[src/cfct_defs.vh]
// cfct_defs.vh: register map, field positions, reset values and timer figures
// for the channel fault timing control block.
// assumes: included by bare name; definitions only.
`ifndef CFCT_DEFS_VH
`define CFCT_DEFS_VH

// ****************************************************************
// register byte addresses
// ****************************************************************
`define CFCT_ADDR_CFG     8'h00
`define CFCT_ADDR_MODE    8'h04
`define CFCT_ADDR_DIAG    8'h08
`define CFCT_ADDR_STATUS  8'h0c

// ****************************************************************
// field positions and reset values
// ****************************************************************
`define CFCT_RATIO_HI     11
`define CFCT_RATIO_LO     9
`define CFCT_OFFBL_HI     8
`define CFCT_OFFBL_LO     7
`define CFCT_ONBL_HI      6
`define CFCT_ONBL_LO      5
`define CFCT_CFG_RST      12'h140
`define CFCT_MODE_RST     6'h00
`define CFCT_DIAG_RST     12'h000
`define CFCT_CFG_MASK     12'hfe0
`define CFCT_NCH          6

// ****************************************************************
// timer figures: times in ns, retry count in timer ticks, divider in clock cycles
// ****************************************************************
`define CFCT_CLK_NS       4
`define CFCT_TICK_NS      250
`define CFCT_TICK_DIV     7'h3e
`define CFCT_BL_HI0_NS    6000
`define CFCT_BL_HI1_NS    12000
`define CFCT_BL_HI2_NS    24000
`define CFCT_BL_HI3_NS    48000
`define CFCT_BL_OFF0_NS   55000
`define CFCT_BL_OFF1_NS   81000
`define CFCT_BL_OFF2_NS   162000
`define CFCT_BL_OFF3_NS   325000
`define CFCT_FF_HI_NS     3000
`define CFCT_FF_OFF_NS    55000
`define CFCT_RETRY_TICKS  15'h7d00

`endif

[src/cfct_chan.v]
// cfct_chan.v: one channel's blanking, fault filter and recovery sequencer.
// assumes: tick_in is a one-cycle strobe of the shared timer clock,
// retry_in a one-cycle strobe of the global retry timer.
`timescale 1ns/1ps
`default_nettype none
`include "cfct_defs.vh"

module cfct_chan (
  input  wire       clk_in,
  input  wire       rst_n_in,
  input  wire       tick_in,
  input  wire       retry_in,
  input  wire       auto_in,
  input  wire       clr_in,
  input  wire       gate_cmd_in,
  input  wire       short_in,
  input  wire       sg_in,
  input  wire       ol_in,
  input  wire       sg_en_in,
  input  wire       ol_en_in,
  input  wire [1:0] on_bl_sel_in,
  input  wire [1:0] off_bl_sel_in,
  output reg        drive_out,
  output reg        fault_evt_out,
  output reg        off_type_out
);

  localparam [2:0] ST_BLANK = 3'b001;
  localparam [2:0] ST_WATCH = 3'b010;
  localparam [2:0] ST_FAULT = 3'b100;

  reg  [2:0]  state_ff;
  reg  [10:0] cnt_ff;
  reg         drive_cmd;
  reg         cond;

  // blanking length in ticks for the phase just entered
  function [10:0] blank_ticks;
    input       on;
    input [1:0] sel;
    reg   [31:0] ns;
    begin
      ns = 32'h0;
      case ({on, sel})
        3'b100:  ns = `CFCT_BL_HI0_NS;
        3'b101:  ns = `CFCT_BL_HI1_NS;
        3'b110:  ns = `CFCT_BL_HI2_NS;
        3'b111:  ns = `CFCT_BL_HI3_NS;
        3'b000:  ns = `CFCT_BL_OFF0_NS;
        3'b001:  ns = `CFCT_BL_OFF1_NS;
        3'b010:  ns = `CFCT_BL_OFF2_NS;
        default: ns = `CFCT_BL_OFF3_NS;
      endcase
      blank_ticks = (ns / `CFCT_TICK_NS) > 32'h0 ? ns_div(ns) : 11'h1;
    end
  endfunction

  // ns to ticks, truncated to counter width
  function [10:0] ns_div;
    input [31:0] ns;
    reg   [31:0] q;
    begin
      q = ns / `CFCT_TICK_NS;
      ns_div = q[10:0];
    end
  endfunction

  // drive request and the fault condition of the current phase
  always @* begin
    drive_cmd = gate_cmd_in & (state_ff != ST_FAULT);
    if (drive_out) begin
      cond = short_in;
    end else begin
      cond = (sg_in & sg_en_in) | (ol_in & ol_en_in);
    end
  end

  // sequencer: blank after each edge, then filter, then latch or retry
  always @(posedge clk_in) begin
    fault_evt_out <= 1'b0;
    if (!rst_n_in) begin
      state_ff     <= ST_BLANK;
      cnt_ff       <= blank_ticks(1'b0, 2'b10);
      drive_out    <= 1'b0;
      off_type_out <= 1'b0;
    end else begin
      case (state_ff)
        ST_BLANK, ST_WATCH: begin
          if (drive_cmd != drive_out) begin
            // new phase restarts blanking with that phase's time
            drive_out <= drive_cmd;
            state_ff  <= ST_BLANK;
            cnt_ff    <= blank_ticks(drive_cmd,
                           drive_cmd ? on_bl_sel_in : off_bl_sel_in);
          end else if (state_ff == ST_BLANK) begin
            if (cnt_ff == 11'h0) begin
              state_ff <= ST_WATCH;
            end else if (tick_in) begin
              cnt_ff <= cnt_ff - 11'h1;
            end
          end else if (!cond) begin
            cnt_ff <= 11'h0;                           // glitch shorter than filter
          end else if (cnt_ff >= (drive_out ? ns_div(`CFCT_FF_HI_NS)
                                            : ns_div(`CFCT_FF_OFF_NS))) begin
            state_ff      <= ST_FAULT;
            fault_evt_out <= 1'b1;
            off_type_out  <= ~drive_out;
            drive_out     <= 1'b0;
          end else if (tick_in) begin
            cnt_ff <= cnt_ff + 11'h1;
          end
        end
        ST_FAULT: begin
          // latch-off until cleared, or re-enable on the shared retry tick
          if (clr_in | (retry_in & auto_in)) begin
            state_ff <= ST_BLANK;
            cnt_ff   <= blank_ticks(1'b0, off_bl_sel_in);
          end
        end
        default: begin
          state_ff <= ST_BLANK;
          cnt_ff   <= 11'h0;
        end
      endcase
    end
  end

endmodule
`default_nettype wire

[src/cfct_top.v]
// cfct_top.v: six-channel fault timing control with an AHB-Lite register port.
// assumes: one 250 MHz clock, synchronous active-low reset, comparator
// inputs already synchronous to the clock, zero-wait single transfers.
//
// Function
// - three-bit ratio selects shorted-load level, 25 to 100 percent, reset 000.
// - two-bit on blanking selects 6, 12, 24 or 48 us, reset 10.
// - two-bit off blanking selects 55, 81, 162 or 325 us, reset 10.
// - fault accepted after persisting 3 us gate on, 55 us gate off.
// - auto-retry channels re-enable on shared 8 ms global retry timer.
// - off-state short-to-ground and open-load checks only when enabled.
// - reset stops timer clock, restores defaults and clears fault status.
`timescale 1ns/1ps
`default_nettype none
`include "cfct_defs.vh"

module cfct_top #(
  parameter [6:0]  TICK_DIV    = `CFCT_TICK_DIV,
  parameter [14:0] RETRY_TICKS = `CFCT_RETRY_TICKS
) (
  input  wire        core_clk_in,
  input  wire        rst_n_in,
  input  wire        hsel_in,
  input  wire [31:0] haddr_in,
  input  wire [1:0]  htrans_in,
  input  wire        hwrite_in,
  input  wire [2:0]  hsize_in,
  input  wire [31:0] hwdata_in,
  input  wire        hready_in,
  output reg  [31:0] hrdata_out,
  output reg         hreadyout_out,
  output reg         hresp_out,
  input  wire [5:0]  gate_cmd_in,
  input  wire [5:0]  short_cmp_in,
  input  wire [5:0]  sg_cmp_in,
  input  wire [5:0]  ol_cmp_in,
  output reg  [5:0]  gate_out,
  output reg  [6:0]  threshold_ratio_pct_out,
  output reg  [5:0]  sg_diag_en_out,
  output reg  [5:0]  ol_diag_en_out,
  output reg         fault_flag_n_out
);

  // ****************************************************************
  // registers and wires
  // ****************************************************************
  reg  [11:0] cfg_ff;
  reg  [5:0]  recovery_mode_sel_ff;
  reg  [11:0] off_diag_enable_ff;
  reg  [5:0]  fault_sts_ff;
  reg  [5:0]  off_type_ff;
  reg  [6:0]  div_ff;
  reg         tick_ff;
  reg  [14:0] retry_cnt_ff;
  reg         retry_ff;
  reg         wr_pend_ff;
  reg  [7:0]  wr_addr_ff;
  reg  [5:0]  nxt_fault_sts;
  reg  [5:0]  sts_clr;
  wire [5:0]  drive;
  wire [5:0]  fault_evt;
  wire [5:0]  off_type;
  wire        addr_ok;
  wire [2:0]  short_threshold_ratio_sel;
  wire [1:0]  on_blanking_sel;
  wire [1:0]  off_blanking_sel;

  assign short_threshold_ratio_sel = cfg_ff[`CFCT_RATIO_HI:`CFCT_RATIO_LO];
  assign on_blanking_sel           = cfg_ff[`CFCT_ONBL_HI:`CFCT_ONBL_LO];
  assign off_blanking_sel          = cfg_ff[`CFCT_OFFBL_HI:`CFCT_OFFBL_LO];
  assign addr_ok = hsel_in & htrans_in[1] & hready_in;

  // ratio code to percent of the reference input
  function [6:0] ratio_pct;
    input [2:0] sel;
    begin
      case (sel)
        3'h0:    ratio_pct = 7'd25;
        3'h1:    ratio_pct = 7'd40;
        3'h2:    ratio_pct = 7'd50;
        3'h3:    ratio_pct = 7'd60;
        3'h4:    ratio_pct = 7'd70;
        3'h5:    ratio_pct = 7'd80;
        3'h6:    ratio_pct = 7'd90;
        default: ratio_pct = 7'd100;
      endcase
    end
  endfunction

  // ****************************************************************
  // timer clock and global retry timer
  // ****************************************************************

  // tick every TICK_DIV cycles; 62 cycles gives 248 ns, slightly fast
  always @(posedge core_clk_in) begin
    if (!rst_n_in) begin
      div_ff  <= 7'h0;
      tick_ff <= 1'b0;
    end else if (div_ff >= TICK_DIV - 7'h1) begin
      div_ff  <= 7'h0;
      tick_ff <= 1'b1;
    end else begin
      div_ff  <= div_ff + 7'h1;
      tick_ff <= 1'b0;
    end
  end

  // shared retry period; one timer for all channels
  always @(posedge core_clk_in) begin
    if (!rst_n_in) begin
      retry_cnt_ff <= 15'h0;
      retry_ff     <= 1'b0;
    end else begin
      retry_ff <= 1'b0;
      if (tick_ff) begin
        if (retry_cnt_ff >= RETRY_TICKS - 15'h1) begin
          retry_cnt_ff <= 15'h0;
          retry_ff     <= 1'b1;
        end else begin
          retry_cnt_ff <= retry_cnt_ff + 15'h1;
        end
      end
    end
  end

  // ****************************************************************
  // AHB-Lite slave
  // ****************************************************************

  // read data is fetched in the address phase so it stands in the data phase;
  // a read right behind a write to the same word sees the old value
  always @(posedge core_clk_in) begin
    if (!rst_n_in) begin
      hrdata_out    <= 32'h0;
      hreadyout_out <= 1'b1;
      hresp_out     <= 1'b0;
      wr_pend_ff    <= 1'b0;
      wr_addr_ff    <= 8'h0;
    end else begin
      hreadyout_out <= 1'b1;
      hresp_out     <= 1'b0;
      // writes outside the decoded page are dropped, like reads
      wr_pend_ff    <= addr_ok & hwrite_in & (haddr_in[31:8] == 24'h0);
      wr_addr_ff    <= haddr_in[7:0];
      hrdata_out    <= 32'h0;
      if (addr_ok & ~hwrite_in & (haddr_in[31:8] == 24'h0)) begin
        case (haddr_in[7:0])
          `CFCT_ADDR_CFG:    hrdata_out <= {20'h0, cfg_ff};
          `CFCT_ADDR_MODE:   hrdata_out <= {26'h0, recovery_mode_sel_ff};
          `CFCT_ADDR_DIAG:   hrdata_out <= {20'h0, off_diag_enable_ff};
          `CFCT_ADDR_STATUS: hrdata_out <= {18'h0, off_type_ff, 2'h0, fault_sts_ff};
          default:           hrdata_out <= 32'h0;
        endcase
      end
    end
  end

  // configuration writes in the data phase; reserved bits ignored
  always @(posedge core_clk_in) begin
    if (!rst_n_in) begin
      cfg_ff               <= `CFCT_CFG_RST;
      recovery_mode_sel_ff <= `CFCT_MODE_RST;
      off_diag_enable_ff   <= `CFCT_DIAG_RST;
    end else if (wr_pend_ff) begin
      case (wr_addr_ff)
        `CFCT_ADDR_CFG:  cfg_ff <= hwdata_in[11:0] & `CFCT_CFG_MASK;
        `CFCT_ADDR_MODE: recovery_mode_sel_ff <= hwdata_in[5:0];
        `CFCT_ADDR_DIAG: off_diag_enable_ff <= hwdata_in[11:0];
        default:         cfg_ff <= cfg_ff;
      endcase
    end
  end

  // ****************************************************************
  // fault status: sticky, write one to clear, a new event wins
  // ****************************************************************
  always @* begin
    sts_clr = 6'h0;
    if (wr_pend_ff & (wr_addr_ff == `CFCT_ADDR_STATUS)) begin
      sts_clr = hwdata_in[5:0];
    end
    nxt_fault_sts = (fault_sts_ff & ~sts_clr) | fault_evt;
  end

  always @(posedge core_clk_in) begin
    if (!rst_n_in) begin
      fault_sts_ff     <= 6'h0;
      off_type_ff      <= 6'h0;
      fault_flag_n_out <= 1'b1;
      gate_out         <= 6'h0;
      threshold_ratio_pct_out <= 7'd25;
      sg_diag_en_out   <= 6'h0;
      ol_diag_en_out   <= 6'h0;
    end else begin
      fault_sts_ff     <= nxt_fault_sts;
      off_type_ff      <= (off_type_ff & ~sts_clr) | (fault_evt & off_type);
      fault_flag_n_out <= ~|nxt_fault_sts;
      gate_out         <= drive;
      threshold_ratio_pct_out <= ratio_pct(short_threshold_ratio_sel);
      // diagnostic currents only on enabled channels whose gate is off
      sg_diag_en_out   <= ~drive & {off_diag_enable_ff[10], off_diag_enable_ff[8],
                           off_diag_enable_ff[6], off_diag_enable_ff[4],
                           off_diag_enable_ff[2], off_diag_enable_ff[0]};
      ol_diag_en_out   <= ~drive & {off_diag_enable_ff[11], off_diag_enable_ff[9],
                           off_diag_enable_ff[7], off_diag_enable_ff[5],
                           off_diag_enable_ff[3], off_diag_enable_ff[1]};
    end
  end

  // ****************************************************************
  // channels
  // ****************************************************************
  genvar gi;
  generate
    for (gi = 0; gi < `CFCT_NCH; gi = gi + 1) begin : g_ch
      cfct_chan u_chan (
        .clk_in        (core_clk_in),
        .rst_n_in      (rst_n_in),
        .tick_in       (tick_ff),
        .retry_in      (retry_ff),
        .auto_in       (recovery_mode_sel_ff[gi]),
        .clr_in        (sts_clr[gi]),
        .gate_cmd_in   (gate_cmd_in[gi]),
        .short_in      (short_cmp_in[gi]),
        .sg_in         (sg_cmp_in[gi]),
        .ol_in         (ol_cmp_in[gi]),
        .sg_en_in      (off_diag_enable_ff[2*gi]),
        .ol_en_in      (off_diag_enable_ff[2*gi+1]),
        .on_bl_sel_in  (on_blanking_sel),
        .off_bl_sel_in (off_blanking_sel),
        .drive_out     (drive[gi]),
        .fault_evt_out (fault_evt[gi]),
        .off_type_out  (off_type[gi])
      );
    end
  endgenerate

endmodule
`default_nettype wire

[config.mk]
export PLATFORM = sky130hd
export DESIGN_NAME = cfct_top
export DESIGN_NICKNAME = d
export VERILOG_FILES = /design/src/cfct_chan.v /design/src/cfct_top.v
export VERILOG_INCLUDE_DIRS = /design/src
export SDC_FILE = /design/constraint.sdc
export NUM_CORES = 1
export LEC_CHECK = 0
export ABC_AREA = 0
export CAP_MARGIN = 20
export CORE_MARGIN = 5
export CORE_UTILIZATION = 35
export DETAILED_ROUTE_END_ITERATION = 8
export DONT_BUFFER_PORTS = 1
export GPL_ROUTABILITY_DRIVEN = 0
export HOLD_SLACK_MARGIN = 0.02
export PLACE_DENSITY = 0.51
export SLEW_MARGIN = 25
export SYNTH_ARGS = -nofsm -noshare
export SYNTH_HDL_FRONTEND = slang
export SYNTH_SLANG_ARGS = --single-unit
[constraint.sdc]
create_clock -name core_clk_in -period 6.6 [get_ports core_clk_in]
set_clock_uncertainty 0.1 [all_clocks]
set_input_delay 0.66 -clock core_clk_in [delete_from_list [all_inputs] [get_ports core_clk_in]]
set_output_delay 0.66 -clock core_clk_in [all_outputs]
set_load 0.005 [all_outputs]
# --- Word level (Yosys, flattened, before mapping) ---
# Cells that the tools add are included.
classes:
  addsub: 14
  n_eq_ne: 134
  mux: 205
  reduce_logical: 73
  div: 12
  magnitude_cmp: 20
  bitwise: 84
op_table:
  columns: ["cell", "n"]
  rows:
  - ["$mux 32", 36]
  - ["$pmux 19 s7", 6]
  - ["$mux 11", 60]
  - ["$div 32x8->32 const B", 12]
  - ["$gt 32x1->1 const B", 12]
  - ["$pmux 11 s2", 6]
  - ["$mux 3", 36]
  - ["$eq 3x3->1 const B", 33]
  - ["$ne 4x3->1 const B", 18]
  - ["$add 11x1->11 const B", 6]
  - ["$ge 11x11->1", 6]
  - ["$logic_not 11->1", 6]
  - ["$sub 11x1->11 const B", 6]
  - ["$reduce_and 5->1", 12]
  - ["$pmux 19 s3", 1]
  - ["$pmux 14 s4", 1]
  - ["$pmux 7 s7", 1]
  - ["$mux 8", 6]
  - ["$ne 4x1->1 const B", 12]
  - ["$reduce_and 4->1", 12]
  - ["$eq 3x2->1 const B", 14]
  - ["$eq 3x1->1 const B", 13]
  - ["$mux 1", 38]
  - ["$pmux 3 s2", 6]
  - ["32 further kinds", 183]
totals:
  ff_bits: 230
  elab_cells: 589
  out_inout_bits: 60

# --- Longest topological paths before layout ---
# Gate-level depths: netlist of run 1.
logic_depth:
  word_depth: 13
  depth_mapped: 23
  ltp_nobuf: 20

# --- Hierarchy ---
# A second synthesis of run 1 with hierarchy kept.
unflattened:
  cells_unflattened: 3403
  hier_area_um2: 25009.0
by_module_without_submodules:
  columns: ["mod", "area_each_um2", "instances", "seq_area_each_um2", "cells_per_inst"]
  rows:
  - ["cfct_chan at g_ch[0].u_chan ...", 3418.3, 5, 340.3, 487]
  - ["cfct_top", 4459.3, 1, 2202.1, 462]
  - ["cfct_chan at g_ch[5].u_chan", 3458.3, 1, 340.3, 506]

# --- Worst setup path before layout of run 1 ---
# No wires, ideal clock.
synth_path:
  path_kind: "register -> register"
  start: "register cfg_ff[7]"
  end: "register g_ch[2].u_chan.cnt_ff[6]"
  setup_time_ps: 135
  path_stages_with_launch: 24
  path_slack_ps: 1184
  required_time_ps: 6365
  arrival_time_ps: 5181
  n_path_buf: 6
  cell_sequence: "dfxtp_1 clkbuf_1 inv_1 clkbuf_1 ha_1 buf_4 inv_1 ha_1 buf_2 and4b_1 a21oi_1 nor2_1 o311ai_1 nand2_2 buf_4 o21ai_2 mux2_2 a211o_1 or4_1 a31o_2 o31a_1 buf_6 o211ai_1 a31oi_1"
synth_via:
  elab_chain_cells: 11
synth_lines:
  columns: ["element", "line", "text"]
  rows:
  - ["from (decl)", "cfct_top.v:47", "reg [11:0] cfg_ff;"]
  - ["from (signal assigned)", "cfct_top.v:161", "cfg_ff <= `CFCT_CFG_RST;"]
  - ["from (signal assigned)", "cfct_top.v:166", "`CFCT_ADDR_CFG: cfg_ff <= hwdata_in[11:0] & `CFCT_CFG_MASK;"]
  - ["from (signal assigned)", "cfct_top.v:169", "default: cfg_ff <= cfg_ff;"]
  - ["$mux 2", "cfct_chan.v:94", "drive_cmd ? on_bl_sel_in : off_bl_sel_in);"]
  - ["$eq 3x2->1, or another cell as far along", "cfct_chan.v:44", "case ({on, sel})"]
  - ["$pmux 19 s7", "cfct_chan.v:44", null]
  - ["$mux 32", "cfct_chan.v:89", "if (drive_cmd != drive_out) begin"]
  - ["$mux 32", "cfct_chan.v:87", "case (state_ff)"]
  - ["$mux 32", "cfct_chan.v:81", "if (!rst_n_in) begin"]
  - ["$div 32x8->32 (no source line)", null, null]
  - ["$gt 32x1->1", "cfct_chan.v:54", "blank_ticks = (ns / `CFCT_TICK_NS) > 32'h0 ? ns_div(ns) : 11'h1;"]
  - ["$mux 11", "cfct_chan.v:54", null]
  - ["$mux 11", "cfct_chan.v:89", null]
  - ["$pmux 11 s2 (*)", "cfct_chan.v:87", null]
  - ["to (signal assigned)", "cfct_chan.v:83", "cnt_ff <= blank_ticks(1'b0, 2'b10);"]
  - ["to (signal assigned)", "cfct_chan.v:93", "cnt_ff <= blank_ticks(drive_cmd,"]
  - ["to (signal assigned)", "cfct_chan.v:99", "cnt_ff <= cnt_ff - 11'h1;"]
  - ["to (decl)", "cfct_chan.v:33", "reg [10:0] cnt_ff;"]
# Mark *: on every way between the ends. The rest lies on a longest branch, timed or not. The select of a mux whose other input is x is not followed.
# A chain may end at the register's enable or synchronous reset.

# --- Worst setup path after layout of run 1 ---
layout_path:
  start: "register cfg_ff[8]"
  end: "register g_ch[4].u_chan.cnt_ff[8]"
layout_via:
  elab_chain_cells: 11
layout_lines:
  columns: ["element", "line"]
  rows:
  - ["$mux 2", "cfct_chan.v:94"]
  - ["$eq 3x2->1, or another cell as far along", "cfct_chan.v:44"]
  - ["$pmux 19 s7", "cfct_chan.v:44"]
  - ["$mux 32", "cfct_chan.v:89"]
  - ["$mux 32", "cfct_chan.v:87"]
  - ["$mux 32", "cfct_chan.v:81"]
  - ["$div 32x8->32 (no source line)", null]
  - ["$gt 32x1->1", "cfct_chan.v:54"]
  - ["$mux 11", "cfct_chan.v:54"]
  - ["$mux 11", "cfct_chan.v:89"]
  - ["$pmux 11 s2 (*)", "cfct_chan.v:87"]
  - ["to (signal assigned)", "cfct_chan.v:83"]
  - ["to (signal assigned)", "cfct_chan.v:93"]
  - ["to (signal assigned)", "cfct_chan.v:99"]
  - ["to (decl)", "cfct_chan.v:33"]
# Marked as above.

==> results of run 1 <==
## registers in the layout, summed over array words and instances (netlist names), 7 cells and up
name,cells
g_ch.u_chan.cnt_ff,66
div_ff,7
threshold_ratio_pct_out,7
off_diag_enable_ff,12
g_ch.u_chan.state_ff,18
retry_cnt_ff,15
hrdata_out,14
cfg_ff,7
wr_addr_ff,8
## path summary, 6_finish.rpt
| check | from | to | slack (ps) | cells after the start |
|---|---|---|---|---|
| max | cfg_ff[8] | g_ch[4].u_chan.cnt_ff[8] | 440 | 16 |
| min | haddr_in[2] | hrdata_out[7] | 90 | 1 |
| max reg2reg | cfg_ff[8] | g_ch[4].u_chan.cnt_ff[8] | 440 | 16 |
| min reg2reg | div_ff[6] | tick_ff | 360 | 2 |
## cell usage after synthesis (40+ instances only)
master | n | share of area (%)
a211oi_1 | 40 | 1.8
clkbuf_1 | 134 | 3.1
nand2_1 | 223 | 5.1
o21ai_0 | 144 | 4.4
a21oi_1 | 125 | 3.8
and2_1 | 41 | 1.6
mux2i_1 | 42 | 2.6
inv_1 | 60 | 1.4
ha_1 | 86 | 6.6
nor2_1 | 288 | 6.6
nand3_1 | 72 | 2.2
and3_1 | 45 | 1.7
dfxtp_1 | 212 | 26
nor3_1 | 73 | 2.2
## layer usage
| layer | global-route usage (%) | wire (µm) | vias to the layer above |
|---|---|---|---|
| li1 | - | - | 7967 |
| met1 | 30.7 | 26600 | 8006 |
| met2 | 34.4 | 26500 | 605 |
| met3 | 3.12 | 3610 | 106 |
| met4 | 6.42 | 1870 | 2 |
| met5 | 0 | 13 | - |
## power breakdown
group          total, mW  switching (mW)  leakage [nW]  internal [mW]
Clock               1.53           0.633         0.435          0.899
Sequential          1.78           0.323          1.73           1.46
Combinational       2.49            1.53          4.53          0.960
## metrics by stage
step | hold WS (ps) | std cells
global placement | 336 | 2706
CTS | 66.2 | 2754
global route | 72.8 | 2755
finish | 90.8 | 2756
floorplan | 327 | 2245
detailed placement | 351 | 2706
## cell type report
class	count	area share, %
inverters	62	1.33
clock buffers	28	3.80
flip-flops and latches	212	24.1
well taps	607	4.32
clock inverters	20	1.35
multi-input cells	1797	63.8
repair buffers	28	1.20
diodes	2	0.0285
## kinds of logic after synthesis
family | count (synthesis)
flip-flops | 212
AO/OA/AOI/OAI | 668
XOR/XNOR | 53
adder cells (fa/ha/maj) | 86
multiplexers | 55
other | 2
AND/OR/NAND/NOR | 915
buffers and inverters | 236
## critical path, cell delays in order, from the launching register on
cell and delay, ps:
dfxtp_1 460, inv_1 100, buf_4 230, ha_1 460
a311oi_2 590, o22ai_1 250, o21ai_1 620, mux2i_1 200
xnor2_1 310, o311a_1 260, a211oi_2 100, a211o_1 310
or4_1 530, nand2_2 360, nand3_1 550, o211ai_1 450
a31oi_1 130
==> results.md, run 1 <==
- Global-route wire length before repair: 90100 µm
- F_max: 162 MHz
- Final hold violations: 0
- CORE AREA: 0.0465 mm²
- Crit. End Element: flop
- Mux share of post-synthesis cell area: 3.46%
- Post-synthesis async set-or-reset flop share: 0%
- DR iter-0 viols: 1609
- DR vias: 16700
- Area Growth Syn to Fin: 7.32%
- Design Power: 5.80 mW
- IO buf count: 0
- Die Y: 226 µm
- Max VDD drop: 317 µV
- XOR/XNOR Fraction of Synth Area: 2.83%
- Gr ovfl total: 0
- Clock Tree Root: clkbuf_16
- Setup Crit Path Kind: flop to flop
- Pwr dens: 330 mW/mm²
- Layout cells sized above 1: 6.66%
- Finished layout cell area: 0.0176 mm²
- Die Wd: 226 µm
- Initial Utilization: 35.3%
- Post-synth EDFFs: 0
- Final Util: 37.8%
- Ports: 158
- CTS Hold Bufs: 0
- Synth Register Bits: 212
- HP Class: input port to flop
- Antenna violations before repair: 3
- DRT Pass-1 Iters: 5
- Final min period: 6160 ps
- Data arrival, critical path: 6480 ps
- CP Launch Type: flop
- CTS tree: yes
- Synth warnings: 0
- Final wirelength: 58600 µm
- Main combinational cell family by area after synthesis: compound AO/OA/AOI/OAI gates
- Sequential-to-total area share from yosys stat: 25.9%
- Fin Setup TNS: 0 ps
- Rel. slew slack: 29.6%
- Routed len/inst: 21.2 µm
- Number of global-route vias before repair: 15300
- Static Leak: 6.70 nW
- Outcome: finished clean
- Commonest cells after routing, fill and taps aside: nor2_1, nand2_1, dfxtp_1
- Commonest non-fill, non-tap cell in the layout: nor2_1
- Post-Synth Simple-Gate Area: 26.9%
- Clk slew on worst S/H paths: 70 ps
- Compound-Gate Fraction of Synth Area: 28.1%
- Placed Area: 0.0167 mm²
- Distinct cells, synth: 101
- Overall Global Routing Usage: 21.7%
- Worst-Margin Slew: 1050 ps
- Mapped Cells: 2227
- Post-CTS Setup Bufs: 0
- Final setup fails: 0
- Cells resized by post-CTS repair: 0
- Setup ws final: 443 ps
- Cell Area, Synth: 0.0164 mm²
- Max-slew violation count: 0
- Final nets: 2311
- Std-Cell Rows: 79
- CTS H-tree depth: 1
- Max cap viols: 0
- CTS Buffer Depth: 3
- Full die area: 0.0512 mm²
- Clock sink total: 212
- Fillers: 4879
- Syn avg cell area: 7.36 µm²
- Area taken by multi-input logic gates: 0.0112 mm²
- Num CTS Buffers: 26
- Pre-CTS setup slack: 637 ps
- Largest net degree at the start of global routing: 92
- RSZ-0062 raised after global routing: no
- Vias per cell: 6.05
- Post-DP HPWL: 42000 µm
- Predominant post-synthesis flop cell: dfxtp_1
- Clock latency on the worst-skew pair: 560 ps
- # DRC: 0
- Fin crit share: 93.3%
- Synth Area in Adders: 6.57%
- Crit path required time: 6930 ps
- Final antenna-violating net count: 0
- Register area: 0.00424 mm²
- Critical path fanouts, max: 18
Note: power is estimated with default switching activity, not from simulation.
==> inputs of run 2 (changes only) <==
SETUP_SLACK_MARGIN = 0.5   (was default)
==> results.md, run 2 (same netlist as run 1, synthesis figures left out) <==
- Outcome: finished clean (unchanged)
- Fillers: 4876 (was 4879)
- Clock Tree Root: clkbuf_16 (unchanged)
- Max-slew violation count: 0 (unchanged)
- # DRC: 0 (unchanged)
- Seq pwr share: 30.7% (about the same)
- Largest net degree at the start of global routing: 92 (unchanged)
- Crit. End Element: flop (unchanged)
- Post-CTS Setup Bufs: 0 (unchanged)
- CORE AREA: 0.0465 mm² (unchanged)
- CTS tree: yes (unchanged)
- Overall Global Routing Usage: 21.7% (unchanged)
- IO buf count: 0 (unchanged)
- Setup Crit Path Kind: flop to flop (unchanged)
- Max FFs per register: 66 (unchanged)
- Num CTS Buffers: 26 (unchanged)
- Crit path required time: 6900 ps (was 6930 ps)
- Critical path fanouts, max: 12 (was 18)
- Final antenna-violating net count: 0 (unchanged)
- Sw frac: 42.8% (about the same)
- Largest regs: g_ch.u_chan.cnt_ff: 66 flops, g_ch.u_chan.state_ff: 18 flops, retry_cnt_ff: 15 flops (unchanged)
- Final hold violations: 0 (unchanged)
- Final wirelength: 58700 µm (was 58600 µm)
- Data arrival, critical path: 6040 ps (was 6480 ps)
- CP Launch Type: flop (unchanged)
- Std-Cell Rows: 79 (unchanged)
- Final min period: 5740 ps (was 6160 ps)
- Vias per cell: 6.06 (was 6.05)
- Die Wd: 226 µm (unchanged)
- Pwr dens: 329 mW/mm² (was 330 mW/mm²)
- Global-route wire length before repair: 90100 µm (unchanged)
- Post-DP HPWL: 42000 µm (unchanged)
- CTS Buffer Depth: 3 (unchanged)
- Area Growth Syn to Fin: 7.49% (was 7.32%)
- Clock latency on the worst-skew pair: 550 ps (was 560 ps)
- Final setup fails: 0 (unchanged)
- HP Class: input port to flop (unchanged)
- Initial Utilization: 35.3% (unchanged)
- Cells resized by post-CTS repair: 0 (unchanged)
- Commonest non-fill, non-tap cell in the layout: nor2_1 (unchanged)
- F_max: 174 MHz (was 162 MHz)
- Full die area: 0.0512 mm² (unchanged)
- DRT Pass-1 Iters: 7 (was 5)
- Reg2Reg Depth: 18 (was 16)
- Static Leak: 6.70 nW (about the same)
- Sw power: 2.48 mW (about the same)
- Number of global-route vias before repair: 15300 (unchanged)
- Hold slack: 91.5 ps (was 90.8 ps)
- Max VDD drop: 317 µV (about the same)
- Gr ovfl total: 0 (unchanged)
- Worst-Margin Slew: 1050 ps (about the same)
- Die Y: 226 µm (unchanged)
- DR vias: 16700 (about the same)
- Fin crit share: 86.9% (was 93.3%)
- Clk slew on worst S/H paths: 70 ps (about the same)
- Clk pwr share: 26.4% (about the same)
- Comb pwr share: 42.9% (about the same)
- Ports: 158 (unchanged)
- CTS H-tree depth: 1 (unchanged)
- Routed len/inst: 21.3 µm (was 21.2 µm)
- Layout cells sized above 1: 6.85% (was 6.66%)
- DR iter-0 viols: 1534 (was 1609)
- RSZ-0062 raised after global routing: no (unchanged)
- Antenna violations before repair: 3 (unchanged)
- Design Power: 5.80 mW (about the same)
- Fin Setup TNS: 0 ps (unchanged)
- Final nets: 2311 (unchanged)
- Top reg by flops: g_ch.u_chan.cnt_ff (unchanged)
- Int Power: 3.32 mW (about the same)
- Max cap viols: 0 (unchanged)
- Hold Crit Depth: 1 (unchanged)
- Clock sink total: 212 (unchanged)
- CTS Hold Bufs: 0 (unchanged)
- Commonest cells after routing, fill and taps aside: nor2_1, nand2_1, dfxtp_1 (unchanged)
- Rel. slew slack: 30.0% (was 29.6%)
run 2: stage by stage:
step	area, µm²	util, %	instances	worst slack [ps]
after floorplan	16400	-	2245	1180
after global placement	16700	35.9	2706	759
after detailed placement	16700	35.9	2706	637
after CTS	17600	37.8	2754	609
after global routing	17600	37.9	2755	594
final	17600	37.9	2757	864
run 2: worst paths after layout:
check | slack, ps | from | to
hold reg to reg | 360 | div_ff[6] | tick_ff
hold / removal | 90 | haddr_in[2] | hrdata_out[7]
setup / recovery | 860 | cfg_ff[8] | g_ch[2].u_chan.cnt_ff[8]
setup reg to reg | 860 | cfg_ff[8] | g_ch[2].u_chan.cnt_ff[8]
run 2: metal layers:
| layer | vias to the layer above | wire, µm | global-route usage, % |
|---|---|---|---|
| li1 | 7968 | - | - |
| met1 | 8020 | 26700 | 30.7 |
| met2 | 616 | 26500 | 34.4 |
| met3 | 112 | 3620 | 3.12 |
| met4 | 0 | 1910 | 6.42 |
| met5 | - | 0 | 0 |
run 2: critical path, stage by stage (launching register included):
cell and delay (ps):
dfxtp_1 470, inv_1 100, ha_1 190, buf_4 190
inv_1 210, ha_1 310, and4b_1 440, a22oi_4 140
a22oi_1 350, o311ai_1 230, and2_1 260, a21boi_2 310
o2111ai_1 210, a211o_1 320, or4_1 530, nand2_2 370
nand3_2 380, o211ai_1 350, a31oi_1 110
run 2: cell type report:
| class | count | area (µm²) | area share, % |
|---|---|---|---|
| Sequential cell | 212 | 4240 | 24.1 |
| Clock buffer | 28 | 668 | 3.79 |
| Multi-Input combinational cell | 1797 | 11200 | 63.9 |
| Antenna cell | 3 | 7.51 | 0.0426 |
| Timing Repair Buffer | 28 | 210 | 1.19 |
| Clock inverter | 20 | 238 | 1.35 |
| Tap cell | 607 | 759 | 4.31 |
| Inverter | 62 | 234 | 1.33 |
run 2: power groups by stage:
stage	Combinational (mW)	Sequential (mW)	Clock, mW
2_1_floorplan	2.06	1.61	0
3_3_place_gp	2.42	1.79	0
3_5_place_dp	2.43	1.80	0
4_1_cts	2.45	1.77	1.56
5_1_grt	2.79	1.82	1.62
6_report	2.49	1.78	1.53
